File: config.mk
export PLATFORM = sky130hd
export DESIGN_NAME = mda_alu_unit
export DESIGN_NICKNAME = d
export VERILOG_FILES = /design/src/rtl/mda_pkg.sv /design/src/rtl/mda_alu_unit.sv /design/src/rtl/mda_div.sv /design/src/rtl/mda_mul.sv
export SDC_FILE = /design/constraint.sdc
export NUM_CORES = 2
export LEC_CHECK = 0
export BUFFER_PORTS_ARGS = -buffer_cell sky130_fd_sc_hd__buf_2
export CAP_MARGIN = 20
export CORE_MARGIN = 2
export CORE_UTILIZATION = 35
export DETAILED_ROUTE_END_ITERATION = 10
export GPL_TIMING_DRIVEN = 0
export MAX_ROUTING_LAYER = met4
export REMOVE_ABC_BUFFERS = 1
export SLEW_MARGIN = 20
export SYNTH_ARGS = -nofsm -noshare
export SYNTH_HDL_FRONTEND = slang
export SYNTH_SLANG_ARGS = --single-unit
File: constraint.sdc
create_clock -name aclk -period 14.92 [get_ports aclk]
set_clock_uncertainty 0.05 [all_clocks]
set_input_delay 1.492 -clock aclk [delete_from_list [all_inputs] [get_ports aclk]]
set_output_delay 1.492 -clock aclk [all_outputs]
set_load 0.02 [all_outputs]
File: src/rtl/mda_pkg.sv
/*
  Shared constants for the multiply, divide and shift unit: operation codes,
  multiplier build options, cycle counts and the register map.
  Assumes a single clock domain and a 32-bit AXI4-Lite register port.
*/
package mda_pkg;

  // ****************************************
  // Operations presented by the pipeline
  // ****************************************
  typedef enum logic [3:0] {
    OP_ADDI = 4'h0, OP_OR = 4'h1, OP_MUL = 4'h2, OP_MULI = 4'h3,
    OP_MULXSS = 4'h4, OP_MULXSU = 4'h5, OP_MULXUU = 4'h6, OP_DIV = 4'h7,
    OP_DIVU = 4'h8, OP_SLL = 4'h9, OP_SRL = 4'ha, OP_SRA = 4'hb, OP_ROL = 4'hc
  } mda_op_e;

  // ****************************************
  // Multiplier build options
  // ****************************************
  localparam int MUL_NONE = 0;
  localparam int MUL_LE = 1;
  localparam int MUL_EMB32 = 2;
  localparam int MUL_EMB16 = 3;

  // ****************************************
  // Cycle counts and array widths
  // ****************************************
  localparam int LE_ISSUE_CYC = 11;
  localparam int E32_ISSUE_CYC = 1;
  localparam int E16_ISSUE_CYC = 5;
  localparam int LE_CHUNK = 4;
  localparam int E32_CHUNK = 32;
  localparam int E16_CHUNK = 16;
  localparam int RESULT_LAT_CYC = 2;
  localparam int DIV_MIN_CYC = 4;
  localparam int DIV_MAX_CYC = 66;

  // ****************************************
  // Register map, byte addresses
  // ****************************************
  localparam logic [7:0] ADDR_ID = 8'h00;
  localparam logic [7:0] ADDR_CFG = 8'h04;
  localparam logic [7:0] ADDR_CTRL = 8'h08;
  localparam logic [7:0] ADDR_STAT = 8'h0c;
  localparam logic [7:0] ADDR_MASK = 8'h10;
  localparam logic [7:0] ADDR_STATE = 8'h14;
  localparam int CTRL_EN_BIT = 0;
  localparam logic CTRL_RST = 1'h1;
  localparam int EV_EXC_BIT = 0;
  localparam int EV_DONE_BIT = 1;
  localparam logic [1:0] MASK_RST = 2'h0;
  localparam logic [1:0] RESP_OKAY = 2'h0;
  localparam logic [1:0] RESP_SLVERR = 2'h2;

endpackage : mda_pkg

File: src/rtl/mda_alu_unit.sv
/*
  Multiply, divide and shift part of the core ALU with issue interlock,
  a one-entry result scoreboard and an AXI4-Lite control port.
  Assumes the pipeline holds a request until iss_ack and owns forwarding.
*/
// The AXI4-Lite interface to the registers and the address map are this design's own decisions.
// Notes on behaviour
// RQ1 - Identity register holds a build constant, unique per core in the system.
// RQ2 - Without multiply or divide hardware those instructions raise an exception.
// RQ3 - Logic-built option: 32x4 array, 11 issue cycles, 2 latency cycles.
// RQ4 - Full embedded option: 32x32, one per cycle, low, immediate and high forms; the unit takes a new request only every second cycle.
// RQ5 - Half embedded option: 32x16, 5 issue cycles, no high-word forms.
// RQ6 - Divider is multicycle logic, signed and unsigned, four to sixty-six cycles.
// RQ7 - Results usable two cycles after issue completes; consumers stall until then.
// RQ8 - Independent instructions see no stall from a pending result.
// RQ9 - Issue cycle count limits acceptance and result rate per option.
// RQ10 - Ordinary arithmetic completes in one cycle when not waiting.
// RQ11 - Without multiplier, shifts advance one bit per cycle.
// RQ12 - Multiplier choice at build time: none, embedded or logic-built.
// RQ13 - With multiplier, shifts and rotates use it and finish in one cycle.
// RQ14 - A stalled stage takes no new values; nothing behind it catches up.
// RQ15 - Track pending destination, compare with younger sources to stall.
// RQ16 - A multicycle operation keeps its slot busy until its final cycle.
`timescale 1ns/1ps
module mda_alu_unit #(
  parameter int MUL_MODE = mda_pkg::MUL_EMB32,
  parameter bit DIV_EN = 1'b1,
  parameter logic [31:0] CORE_ID = 32'h0000_0001 // Arbitrary, set per core
) (
  input wire logic aclk,               // Core clock
  input wire logic aresetn,            // Sync reset, low
  input wire logic iss_valid,          // Request held until ack
  input wire logic [3:0] iss_op,       // Operation code
  input wire logic [4:0] iss_dst,      // Destination register
  input wire logic [4:0] iss_src_a,    // Source register a
  input wire logic [4:0] iss_src_b,    // Source register b
  input wire logic [31:0] opnd_a,      // Operand a
  input wire logic [31:0] opnd_b,      // Operand b or immediate
  output logic iss_ack,                // Request taken pulse
  output logic iss_exc,                // Unsupported op pulse
  output logic wb_valid,               // One-cycle result
  output logic [4:0] wb_dst,           // Its register
  output logic [31:0] wb_data,         // Its value
  output logic lwb_valid,              // Long result
  output logic [4:0] lwb_dst,          // Its register
  output logic [31:0] lwb_data,        // Its value
  input wire logic awvalid,            // AXI write address
  output logic awready,
  input wire logic [7:0] awaddr,
  input wire logic wvalid,             // AXI write data
  output logic wready,
  input wire logic [31:0] wdata,
  input wire logic [3:0] wstrb,
  output logic bvalid,                 // AXI write response
  input wire logic bready,
  output logic [1:0] bresp,
  input wire logic arvalid,            // AXI read address
  output logic arready,
  input wire logic [7:0] araddr,
  output logic rvalid,                 // AXI read data
  input wire logic rready,
  output logic [31:0] rdata,
  output logic [1:0] rresp,
  output logic irq                     // Level, masked status
);
  // ****************************************
  // Build options
  // ****************************************
  localparam int C_LE = mda_pkg::LE_ISSUE_CYC;
  localparam int ISS = (MUL_MODE == mda_pkg::MUL_LE) ? mda_pkg::LE_ISSUE_CYC :
                       (MUL_MODE == mda_pkg::MUL_EMB16) ? mda_pkg::E16_ISSUE_CYC : mda_pkg::E32_ISSUE_CYC;
  localparam int CHK = (MUL_MODE == mda_pkg::MUL_LE) ? mda_pkg::LE_CHUNK :
                       (MUL_MODE == mda_pkg::MUL_EMB16) ? mda_pkg::E16_CHUNK : mda_pkg::E32_CHUNK;
  localparam bit HAS_MUL = MUL_MODE != mda_pkg::MUL_NONE;

  if (MUL_MODE < 0 || MUL_MODE > 3) begin : g_bad // [RQ12]
    $error("mda_alu_unit: MUL_MODE must be 0 to 3");
  end

  function automatic logic [31:0] rev(input logic [31:0] v);
    logic [31:0] r;
    r = 32'h0;
    for (int i = 0; i < 32; i++) r[i] = v[31 - i];
    return r;
  endfunction : rev

  // Shift by multiplying with a power of two; right shifts go through reversal
  function automatic logic [31:0] mshift(input logic [3:0] op, input logic [31:0] a, input logic [4:0] n);
    logic [63:0] pl;
    logic [63:0] pr;
    logic [31:0] fill;
    pl = {32'h0, a} * {32'h0, 32'h1 << n};
    pr = {32'h0, rev(a)} * {32'h0, 32'h1 << n};
    fill = a[31] ? ~(32'hffff_ffff >> n) : 32'h0;
    case (op)
      mda_pkg::OP_SLL: return pl[31:0];
      mda_pkg::OP_ROL: return pl[31:0] | pl[63:32];
      mda_pkg::OP_SRL: return rev(pr[31:0]);
      default: return rev(pr[31:0]) | fill;
    endcase
  endfunction : mshift

  // ****************************************
  // Decode and interlock
  // ****************************************
  logic ack_r, exc_r, busy_r, pend_r, en_r;
  logic [4:0] pdst_r;
  wire logic op_mlo = iss_op == mda_pkg::OP_MUL || iss_op == mda_pkg::OP_MULI;
  wire logic op_mhi = iss_op >= mda_pkg::OP_MULXSS && iss_op <= mda_pkg::OP_MULXUU;
  wire logic op_div = iss_op == mda_pkg::OP_DIV || iss_op == mda_pkg::OP_DIVU;
  wire logic op_shf = iss_op >= mda_pkg::OP_SLL && iss_op <= mda_pkg::OP_ROL;
  wire logic unsup = (op_mlo && !HAS_MUL) || (op_mhi && MUL_MODE != mda_pkg::MUL_EMB32) // [RQ2] [RQ5]
                     || (op_div && !DIV_EN) || iss_op > mda_pkg::OP_ROL;
  wire logic is_long = !unsup && (op_mlo || op_mhi || op_div || (op_shf && !HAS_MUL));
  wire logic is_short = !unsup && !is_long;
  wire logic hazard = pend_r && (iss_src_a == pdst_r || iss_src_b == pdst_r || iss_dst == pdst_r); // [RQ15]
  wire logic req = iss_valid && !ack_r;
  wire logic blocked = !en_r || hazard || (is_long && busy_r); // [RQ7] [RQ9] [RQ16]
  wire logic take = req && !blocked; // [RQ14]
  wire logic st_mul = take && (op_mlo || op_mhi) && !unsup;
  wire logic st_div = take && op_div && !unsup;
  wire logic st_shf = take && op_shf && !HAS_MUL;
  wire logic [1:0] hi_sel = op_mhi ? 2'(iss_op - mda_pkg::OP_MULXSS + 4'h1) : 2'h0;

  // ****************************************
  // Arithmetic engines
  // ****************************************
  logic mul_done, div_done, shf_done_r, shf_run_r;
  logic [31:0] mul_p, div_q, shf_v_r;
  logic [4:0] shf_n_r;
  logic [3:0] shf_op_r;

  mda_mul #(.CHUNK(CHK), .ISSUE(ISS)) u_mul ( // [RQ3] [RQ4] [RQ5]
    .aclk(aclk), .aresetn(aresetn), .start(st_mul), .a(opnd_a), .b(opnd_b),
    .hi_sel(hi_sel), .done(mul_done), .p(mul_p)
  );

  mda_div u_div ( // [RQ6]
    .aclk(aclk), .aresetn(aresetn), .start(st_div), .sgn(iss_op == mda_pkg::OP_DIV),
    .a(opnd_a), .b(opnd_b), .done(div_done), .q(div_q)
  );

  // Serial shifter, one bit per cycle when no multiplier is built
  always_ff @(posedge aclk) begin
    if (!aresetn) begin
      shf_v_r <= 32'h0;
      shf_n_r <= 5'h0;
      shf_op_r <= 4'h0;
      shf_run_r <= 1'b0;
      shf_done_r <= 1'b0;
    end else begin
      shf_done_r <= shf_run_r && shf_n_r == 5'h0;
      if (st_shf) begin
        shf_v_r <= opnd_a;
        shf_n_r <= opnd_b[4:0];
        shf_op_r <= iss_op;
        shf_run_r <= 1'b1;
      end else if (shf_run_r && shf_n_r != 5'h0) begin // [RQ11]
        shf_n_r <= shf_n_r - 5'h1;
        unique case (shf_op_r)
          mda_pkg::OP_SLL: shf_v_r <= {shf_v_r[30:0], 1'b0};
          mda_pkg::OP_SRL: shf_v_r <= {1'b0, shf_v_r[31:1]};
          mda_pkg::OP_SRA: shf_v_r <= {shf_v_r[31], shf_v_r[31:1]};
          default: shf_v_r <= {shf_v_r[30:0], shf_v_r[31]};
        endcase
      end else begin
        shf_run_r <= 1'b0;
      end
    end
  end

  wire logic done_any = mul_done || div_done || shf_done_r;
  wire logic [31:0] lres = mul_done ? mul_p : div_done ? div_q : shf_v_r;
  wire logic [31:0] sres = iss_op == mda_pkg::OP_ADDI ? opnd_a + opnd_b :
                           iss_op == mda_pkg::OP_OR ? opnd_a | opnd_b : mshift(iss_op, opnd_a, opnd_b[4:0]);

  // ****************************************
  // Issue, scoreboard and write-back
  // ****************************************
  logic wbv_r, lwbv_r;
  logic [4:0] wbd_r, lwbd_r;
  logic [31:0] wbx_r, lwbx_r;

  // Stalled requests leave every register untouched until taken
  always_ff @(posedge aclk) begin
    if (!aresetn) begin
      ack_r <= 1'b0;
      exc_r <= 1'b0;
      busy_r <= 1'b0;
      pend_r <= 1'b0;
      pdst_r <= 5'h0;
      wbv_r <= 1'b0;
      wbd_r <= 5'h0;
      wbx_r <= 32'h0;
      lwbv_r <= 1'b0;
      lwbd_r <= 5'h0;
      lwbx_r <= 32'h0;
    end else begin
      ack_r <= take;
      exc_r <= take && unsup; // [RQ2]
      wbv_r <= take && is_short; // [RQ10] [RQ13]
      if (take && is_short) begin
        wbd_r <= iss_dst;
        wbx_r <= sres;
      end
      // Second latency cycle: result lands one cycle after the engine finishes
      lwbv_r <= done_any; // [RQ7]
      if (done_any) begin
        lwbd_r <= pdst_r;
        lwbx_r <= lres;
      end
      busy_r <= (take && is_long) || (busy_r && !done_any); // [RQ16]
      // A new long op taken as the old one lands keeps the entry set
      pend_r <= (take && is_long) || (pend_r && !done_any); // [RQ15]
      if (take && is_long) pdst_r <= iss_dst;
    end
  end

  // ****************************************
  // Register port and interrupt
  // ****************************************
  logic awg_r, wg_r, bv_r, arr_r, rv_r, irq_r, awr_r, wr_r;
  logic [7:0] awa_r;
  logic [31:0] wd_r, rd_r;
  logic [3:0] ws_r;
  logic [1:0] br_r, rr_r, stat_r, mask_r;
  wire logic aw_hs = awvalid && awr_r;
  wire logic w_hs = wvalid && wr_r;
  wire logic ar_hs = arvalid && arr_r;
  wire logic do_wr = awg_r && wg_r && !bv_r;
  wire logic wr_ok = awa_r == mda_pkg::ADDR_CTRL || awa_r == mda_pkg::ADDR_MASK ||
                     awa_r == mda_pkg::ADDR_ID || awa_r == mda_pkg::ADDR_CFG ||
                     awa_r == mda_pkg::ADDR_STAT || awa_r == mda_pkg::ADDR_STATE;
  wire logic rd_stat = ar_hs && araddr == mda_pkg::ADDR_STAT;
  wire logic [1:0] events = {done_any, take && unsup};
  wire logic [1:0] stat_nxt = (rd_stat ? 2'h0 : stat_r) | events; // Set beats clear
  wire logic [31:0] cfg = {28'h0, DIV_EN, HAS_MUL, 2'(MUL_MODE)};
  wire logic [31:0] st_word = {29'h0, en_r, pend_r, busy_r};
  wire logic rd_ok = araddr <= mda_pkg::ADDR_STATE && araddr[1:0] == 2'h0;
  wire logic [31:0] rd_mux = araddr == mda_pkg::ADDR_ID ? CORE_ID : // [RQ1]
                             araddr == mda_pkg::ADDR_CFG ? cfg :
                             araddr == mda_pkg::ADDR_CTRL ? {31'h0, en_r} :
                             araddr == mda_pkg::ADDR_STAT ? {30'h0, stat_r} :
                             araddr == mda_pkg::ADDR_MASK ? {30'h0, mask_r} :
                             araddr == mda_pkg::ADDR_STATE ? st_word : 32'h0;

  // Address and data are taken independently; response follows both
  always_ff @(posedge aclk) begin
    if (!aresetn) begin
      awg_r <= 1'b0;
      wg_r <= 1'b0;
      awr_r <= 1'b0;
      wr_r <= 1'b0;
      bv_r <= 1'b0;
      br_r <= mda_pkg::RESP_OKAY;
      awa_r <= 8'h0;
      wd_r <= 32'h0;
      ws_r <= 4'h0;
      en_r <= mda_pkg::CTRL_RST;
      mask_r <= mda_pkg::MASK_RST;
    end else begin
      awr_r <= !awg_r && !aw_hs && !bv_r;
      wr_r <= !wg_r && !w_hs && !bv_r;
      if (aw_hs) begin
        awg_r <= 1'b1;
        awa_r <= awaddr;
      end
      if (w_hs) begin
        wg_r <= 1'b1;
        wd_r <= wdata;
        ws_r <= wstrb;
      end
      if (do_wr) begin
        bv_r <= 1'b1;
        br_r <= wr_ok ? mda_pkg::RESP_OKAY : mda_pkg::RESP_SLVERR;
        if (ws_r[0] && awa_r == mda_pkg::ADDR_CTRL) en_r <= wd_r[mda_pkg::CTRL_EN_BIT];
        if (ws_r[0] && awa_r == mda_pkg::ADDR_MASK) mask_r <= wd_r[1:0];
      end else if (bv_r && bready) begin
        bv_r <= 1'b0;
        awg_r <= 1'b0;
        wg_r <= 1'b0;
      end
    end
  end

  // Single outstanding read; a status read clears what it returned
  always_ff @(posedge aclk) begin
    if (!aresetn) begin
      arr_r <= 1'b0;
      rv_r <= 1'b0;
      rd_r <= 32'h0;
      rr_r <= mda_pkg::RESP_OKAY;
      stat_r <= 2'h0;
      irq_r <= 1'b0;
    end else begin
      arr_r <= !rv_r && !ar_hs;
      if (ar_hs) begin
        rv_r <= 1'b1;
        rd_r <= rd_mux;
        rr_r <= rd_ok ? mda_pkg::RESP_OKAY : mda_pkg::RESP_SLVERR;
      end else if (rv_r && rready) begin
        rv_r <= 1'b0;
      end
      stat_r <= stat_nxt;
      irq_r <= |(stat_nxt & mask_r);
    end
  end

  assign {iss_ack, iss_exc, wb_valid, wb_dst, wb_data} = {ack_r, exc_r, wbv_r, wbd_r, wbx_r};
  assign {lwb_valid, lwb_dst, lwb_data} = {lwbv_r, lwbd_r, lwbx_r};
  assign {awready, wready, bvalid, bresp} = {awr_r, wr_r, bv_r, br_r};
  assign {arready, rvalid, rdata, rresp, irq} = {arr_r, rv_r, rd_r, rr_r, irq_r};
endmodule : mda_alu_unit

File: src/rtl/mda_div.sv
/*
  Restoring divider, one quotient bit per cycle, skipping the leading zero
  bits of the dividend. Takes 4 to 34 cycles from start to done.
  Assumes start arrives only while idle.
*/
`timescale 1ns/1ps
module mda_div (
  input wire logic aclk,      // Core clock
  input wire logic aresetn,   // Sync reset, low
  input wire logic start,     // Begin a quotient
  input wire logic sgn,       // Signed operands
  input wire logic [31:0] a,  // Dividend
  input wire logic [31:0] b,  // Divisor
  output logic done,          // Quotient ready pulse
  output logic [31:0] q       // Quotient
);
  logic [32:0] rem_r;
  logic [31:0] quo_r;
  logic [31:0] den_r;
  logic [5:0] left_r;
  logic neg_r;
  logic run_r;
  logic fix_r;
  logic done_r;

  // Significant bits, at least two so the shortest run is four cycles
  function automatic logic [5:0] sig_bits(input logic [31:0] v);
    logic [5:0] n;
    n = 6'h2;
    for (int i = 2; i < 32; i++) begin
      if (v[i]) n = 6'(i + 1);
    end
    return n;
  endfunction : sig_bits

  wire logic [31:0] ua = (sgn && a[31]) ? -a : a;
  wire logic [31:0] ub = (sgn && b[31]) ? -b : b;
  wire logic [5:0] nb = sig_bits(ua);
  wire logic [32:0] trial = {rem_r[31:0], quo_r[31]} - {1'b0, den_r};

  // Load, step left_r bits, then fix the sign
  always_ff @(posedge aclk) begin
    if (!aresetn) begin
      rem_r <= 33'h0;
      quo_r <= 32'h0;
      den_r <= 32'h0;
      left_r <= 6'h0;
      neg_r <= 1'b0;
      run_r <= 1'b0;
      fix_r <= 1'b0;
      done_r <= 1'b0;
    end else begin
      done_r <= fix_r;
      fix_r <= run_r && left_r == 6'h1;
      if (start) begin
        rem_r <= 33'h0;
        quo_r <= ua << (6'd32 - nb);
        den_r <= ub;
        left_r <= nb;
        neg_r <= sgn && (a[31] ^ b[31]) && b != 32'h0;
        run_r <= 1'b1;
      end else if (run_r) begin
        left_r <= left_r - 6'h1;
        run_r <= left_r != 6'h1;
        // Divide by zero leaves ones in the low nb bits, no trap
        if (!trial[32]) begin
          rem_r <= trial;
          quo_r <= {quo_r[30:0], 1'b1};
        end else begin
          rem_r <= {rem_r[31:0], quo_r[31]};
          quo_r <= {quo_r[30:0], 1'b0};
        end
      end else if (fix_r && neg_r) begin
        quo_r <= -quo_r;
      end
    end
  end

  assign done = done_r;
  assign q = quo_r;
endmodule : mda_div

File: src/rtl/mda_mul.sv
/*
  Multiplier core: a CHUNK-bit slice of the multiplier per cycle, or one full
  32x32 product when CHUNK is 32. Holds for ISSUE cycles, then pulses done.
  Assumes start arrives only while idle.
*/
`timescale 1ns/1ps
module mda_mul #(
  parameter int CHUNK = 4,
  parameter int ISSUE = 11
) (
  input wire logic aclk,          // Core clock
  input wire logic aresetn,       // Sync reset, low
  input wire logic start,         // Begin a product
  input wire logic [31:0] a,      // Multiplicand
  input wire logic [31:0] b,      // Multiplier
  input wire logic [1:0] hi_sel,  // 0 low, 1 ss, 2 su, 3 uu
  output logic done,              // Product ready pulse
  output logic [31:0] p           // Product word
);
  localparam int NCH = 32 / CHUNK;

  // Every chunk must fit in the issue window
  if ((32 % CHUNK) != 0 || ISSUE < 1 || (CHUNK != 32 && ISSUE - 1 < NCH)) begin : g_bad
    $error("mda_mul: CHUNK and ISSUE cannot be served");
  end

  logic [31:0] acc_r;
  logic [5:0] idx_r;
  logic [6:0] cnt_r;
  logic done_r;
  wire logic sa = (hi_sel == 2'h1) || (hi_sel == 2'h2);
  wire logic sb = (hi_sel == 2'h1);
  wire logic signed [65:0] full = $signed({sa & a[31], a}) * $signed({sb & b[31], b});
  wire logic [31:0] word = (hi_sel == 2'h0) ? full[31:0] : full[63:32];
  wire logic [31:0] slice = 32'((b >> (idx_r * CHUNK)) & ((33'h1 << CHUNK) - 33'h1));
  wire logic [31:0] part = 32'((a * slice) << (idx_r * CHUNK));

  // Narrow array accumulates one slice per cycle; the rest of the window idles
  always_ff @(posedge aclk) begin
    if (!aresetn) begin
      acc_r <= 32'h0;
      idx_r <= 6'h0;
      cnt_r <= 7'h0;
      done_r <= 1'b0;
    end else begin
      done_r <= (start && ISSUE == 1) || (cnt_r == 7'h1);
      if (start) begin
        acc_r <= (CHUNK == 32) ? word : 32'h0;
        idx_r <= 6'h0;
        cnt_r <= 7'(ISSUE - 1);
      end else if (cnt_r != 7'h0) begin
        cnt_r <= cnt_r - 7'h1;
        if (CHUNK != 32 && idx_r < 6'(NCH)) begin
          acc_r <= acc_r + part;
          idx_r <= idx_r + 6'h1;
        end
      end
    end
  end

  assign done = done_r;
  assign p = acc_r;
endmodule : mda_mul

==> flow_summary_export.csv <==
group,metric,value,unit
run_status,status,"finished, violations left",
run_status,violations,"DRC",
route,vias_per_cell,5.40,
setup_path,startpoint_type,"input pin",
worst_hold_path,worst_hold_path.endpoint,"arready$_SDFF_PN0_",
synth,synth.distinct_cells,119,
setup_path,reg2reg_slack,9.27,ns
route,via_count,84300,
clocking,clock_path_buffers,3,
clocking,cts_tree,"built",
setup_path,timing.rr.start,"u_div.q[31]$_SDFFE_PN0P_",
sta,rsz0062_at_grt,"false",
route,drt-pass1-iter-count,9,
floorplanning,ios,263,
clocking,cts.clk_slew.worst_paths,0.06,ns
sta,maxSlewViolCount,0,
floorplanning,die_x,547,µm
sta,max_freq,0.0680,GHz
layout,synthToLayoutAreaGrowth,6.52,%
setup_path,critical_path_class,"in2reg",
route,remaining_drc_errors,33,
layout,nets,14900,
route,wl,423,mm
layout,multi_input_area,85300,µm²
layout,nFillCells,30300,
worst_hold_path,min-delay-start,"rvalid$_SDFFE_PN0P_",
placed_design,gp_congestion,1.05,
synth,netlist_area,103000,µm²
grt,grt_pass1_vias,86700,
setup_path,worst_ep_arrival_time,15.15,ns
clocking,clock_latency,0.57,ns
placed_design,io_buffers,199,
layout,drive_gt1_frac,0.0477,
route,drtIter0Drc,8497,
floorplanning,rows,199,
setup_path,worstPathMaxFanout,31,
route,wl_per_cell,27.1,µm
sta,fin_tns_setup,0,ns
clocking,cts_buffers,35,
worst_hold_path,hold_depth,1,
synth,synth-seq-cells,261,
setup_path,cp_slowest_cell,"ha_2",
clocking,clkSinkCount,261,
synth,synth_cells,11900,
setup_path,worst_path_largest_cell_delay,0.79,ns
sta,period_share,0.986,
floorplanning,core_area,294000,µm²
worst_hold_path,hp-class,"reg2reg",
clocking,root_buffer,"clkbuf_16",
clocking,post-cts-setup-buffers,0,
sta,setup_viol_count_final,0,
sta,whs,0.397,ns
floorplanning,die_h,547,µm
grt,grt_pass1_wl,613,mm
grt,grt.overflow.total,0,
synth,postSynthAreaPerCell,8.67,µm²
floorplanning,dieArea,300000,µm²
synth,async_flop_share,0,
clocking,htree_num_levels,2,
synth,synth_warnings,0,
sta,period_minus_slack,14.71,ns
grt,grt_max_degree,108,
job,cap_violations,0,
sta,slew_headroom,0.115,
setup_path,end_kind,"register",
route,postRouteAntennaNets,0,
layout,register_area,5240,µm²
clocking,cts-resized-gates,0,
grt,grt_antenna_before_repair,29,
setup_path,worstReg2RegEnd,"u_div.q[0]$_SDFFE_PN0P_",
placed_design,post-dp-hpwl,348,mm
synth,synth_seq_area_share,0.0506,
clocking,hold_buffers,0,
setup_path,worst_path_most_repeated_cell,"fa_1",
synth,synthFlopType,"dfxtp_1",
sta,final_hold_viol_count,0,
floorplanning,start_util,0.352,
setup_path,reg2reg_depth,16,
setup_path,required,15.35,ns
sta,worst_pin_slew,1.31,ns
synth,synth_edf_count,0,
grt,grt.total_usage,0.292,
[state kept, by name, indices dropped and copies added, names as in the netlist, 4 cells and up]
register / count
lwb_dst: 5
lwb_data: 32
u_div.q: 32
pdst_r: 5
u_mul.cnt_r: 7
u_div.left_r: 6
u_div.den_r: 32
wb_data: 32
wb_dst: 5
awa_r: 8
u_div.rem_r: 32
rdata: 4
u_mul.p: 32
[cell usage after synthesis, drive strengths merged (13+ instances only)]
master,n,area (µm²)
a211oi,96,743
nor2,941,3550
clkbuf,494,1970
a311oi,13,114
or4,15,113
o211ai,31,233
o21ai,283,1420
a31oi,65,407
nor2b,45,282
nor4,31,230
ha,719,9000
nor3,255,1330
and3,134,838
nand4,30,200
o31ai,24,180
nand3,89,450
nand2,1532,5750
o21bai,24,180
a21oi,427,2140
mux2i,131,1320
fa,2427,48600
nand2b,32,200
a221oi,30,263
xor2,89,798
or3,26,165
o21a,42,315
inv,2776,10400
dfxtp,261,5230
a21o,112,842
o22ai,18,113
o221ai,18,158
buf,143,756
mux4,20,462
xnor2,247,2210
clkinv,36,135
and2,60,377
[critical path: cells and delay by family]
| kind | cells | cell delay, ns |
|---|---|---|
| buffers and inverters | 4 | 1.15 |
| AND/OR/NAND/NOR | 7 | 2.93 |
| adder cells (fa/ha/maj) | 11 | 5.31 |
| AO/OA/AOI/OAI | 9 | 3.37 |
| XOR/XNOR | 2 | 0.73 |
[logic make-up after synthesis]
logic type	share of synthesized area
buffers and inverters	0.128
adder cells (fa/ha/maj)	0.557
AO/OA/AOI/OAI	0.0818
other	0.0000363
flip-flops	0.0506
AND/OR/NAND/NOR	0.134
multiplexers	0.0185
XOR/XNOR	0.0291
[worst max-delay path by stage]
stage / startpoint / end / slack, ns / cells after the start
2_1_floorplan: opnd_b[2] / wb_data[31]$_SDFFE_PN0P_ / 2.71 / 31
3_3_place_gp: opnd_b[2] / wb_data[23]$_SDFFE_PN0P_ / -6.01 / 30
3_5_place_dp: opnd_b[0] / wb_data[25]$_SDFFE_PN0P_ / -0.14 / 32
4_1_cts: opnd_b[0] / wb_data[23]$_SDFFE_PN0P_ / 0.40 / 32
5_1_grt: opnd_b[0] / wb_data[25]$_SDFFE_PN0P_ / 0.28 / 35
6_report: opnd_b[0] / wb_data[25]$_SDFFE_PN0P_ / 0.21 / 33
[placed cells by master (no fill, tap or decap), types with 35 or more instances in the layout]
master	count
nand3_1	83
nor3_1	243
xnor2_1	236
buf_2	175
xor2_1	88
o21ai_0	281
nand2_1	1524
dfxtp_1	258
inv_1	2750
a21oi_1	425
nor2b_1	45
and2_1	52
fa_1	2426
ha_1	711
o21a_1	42
a211oi_1	92
buf_4	47
mux2i_1	130
a21o_1	111
clkbuf_16	35
nor2_1	923
a31oi_1	65
and3_1	127
[cell type report]
class	instances	share of cell area
Antenna cell	23	0.000523
Inverter	2812	0.0962
Multi-Input combinational cell	8242	0.775
Clock buffer	44	0.00863
Clock inverter	18	0.00257
Sequential cell	261	0.0476
Tap cell	3919	0.0445
Timing Repair Buffer	293	0.0251
[routing by layer]
layer,vias up,GRT usage,part of all wire
met5,-,-,0
met4,0,0.159,0.071
met3,878,0.0786,0.11
met2,4382,0.420,0.42
met1,43500,0.373,0.39
li1,35600,-,-
[per-stage QoR]
step / setup slack [ns] / std cells / cell area [µm²] / utilization
after floorplan: 2.71 / 11300 / 101000 / -
after global placement: -6.01 / 15400 / 107000 / 0.363
after detailed placement: -0.144 / 15500 / 109000 / 0.370
after CTS: 0.402 / 15600 / 110000 / 0.374
after global routing: 0.278 / 15600 / 110000 / 0.375
final: 0.207 / 15600 / 110000 / 0.375
Power is left out: the tool's default activity adds up to more than one toggle a clock period on the data nets, which glitch-free logic cannot reach.
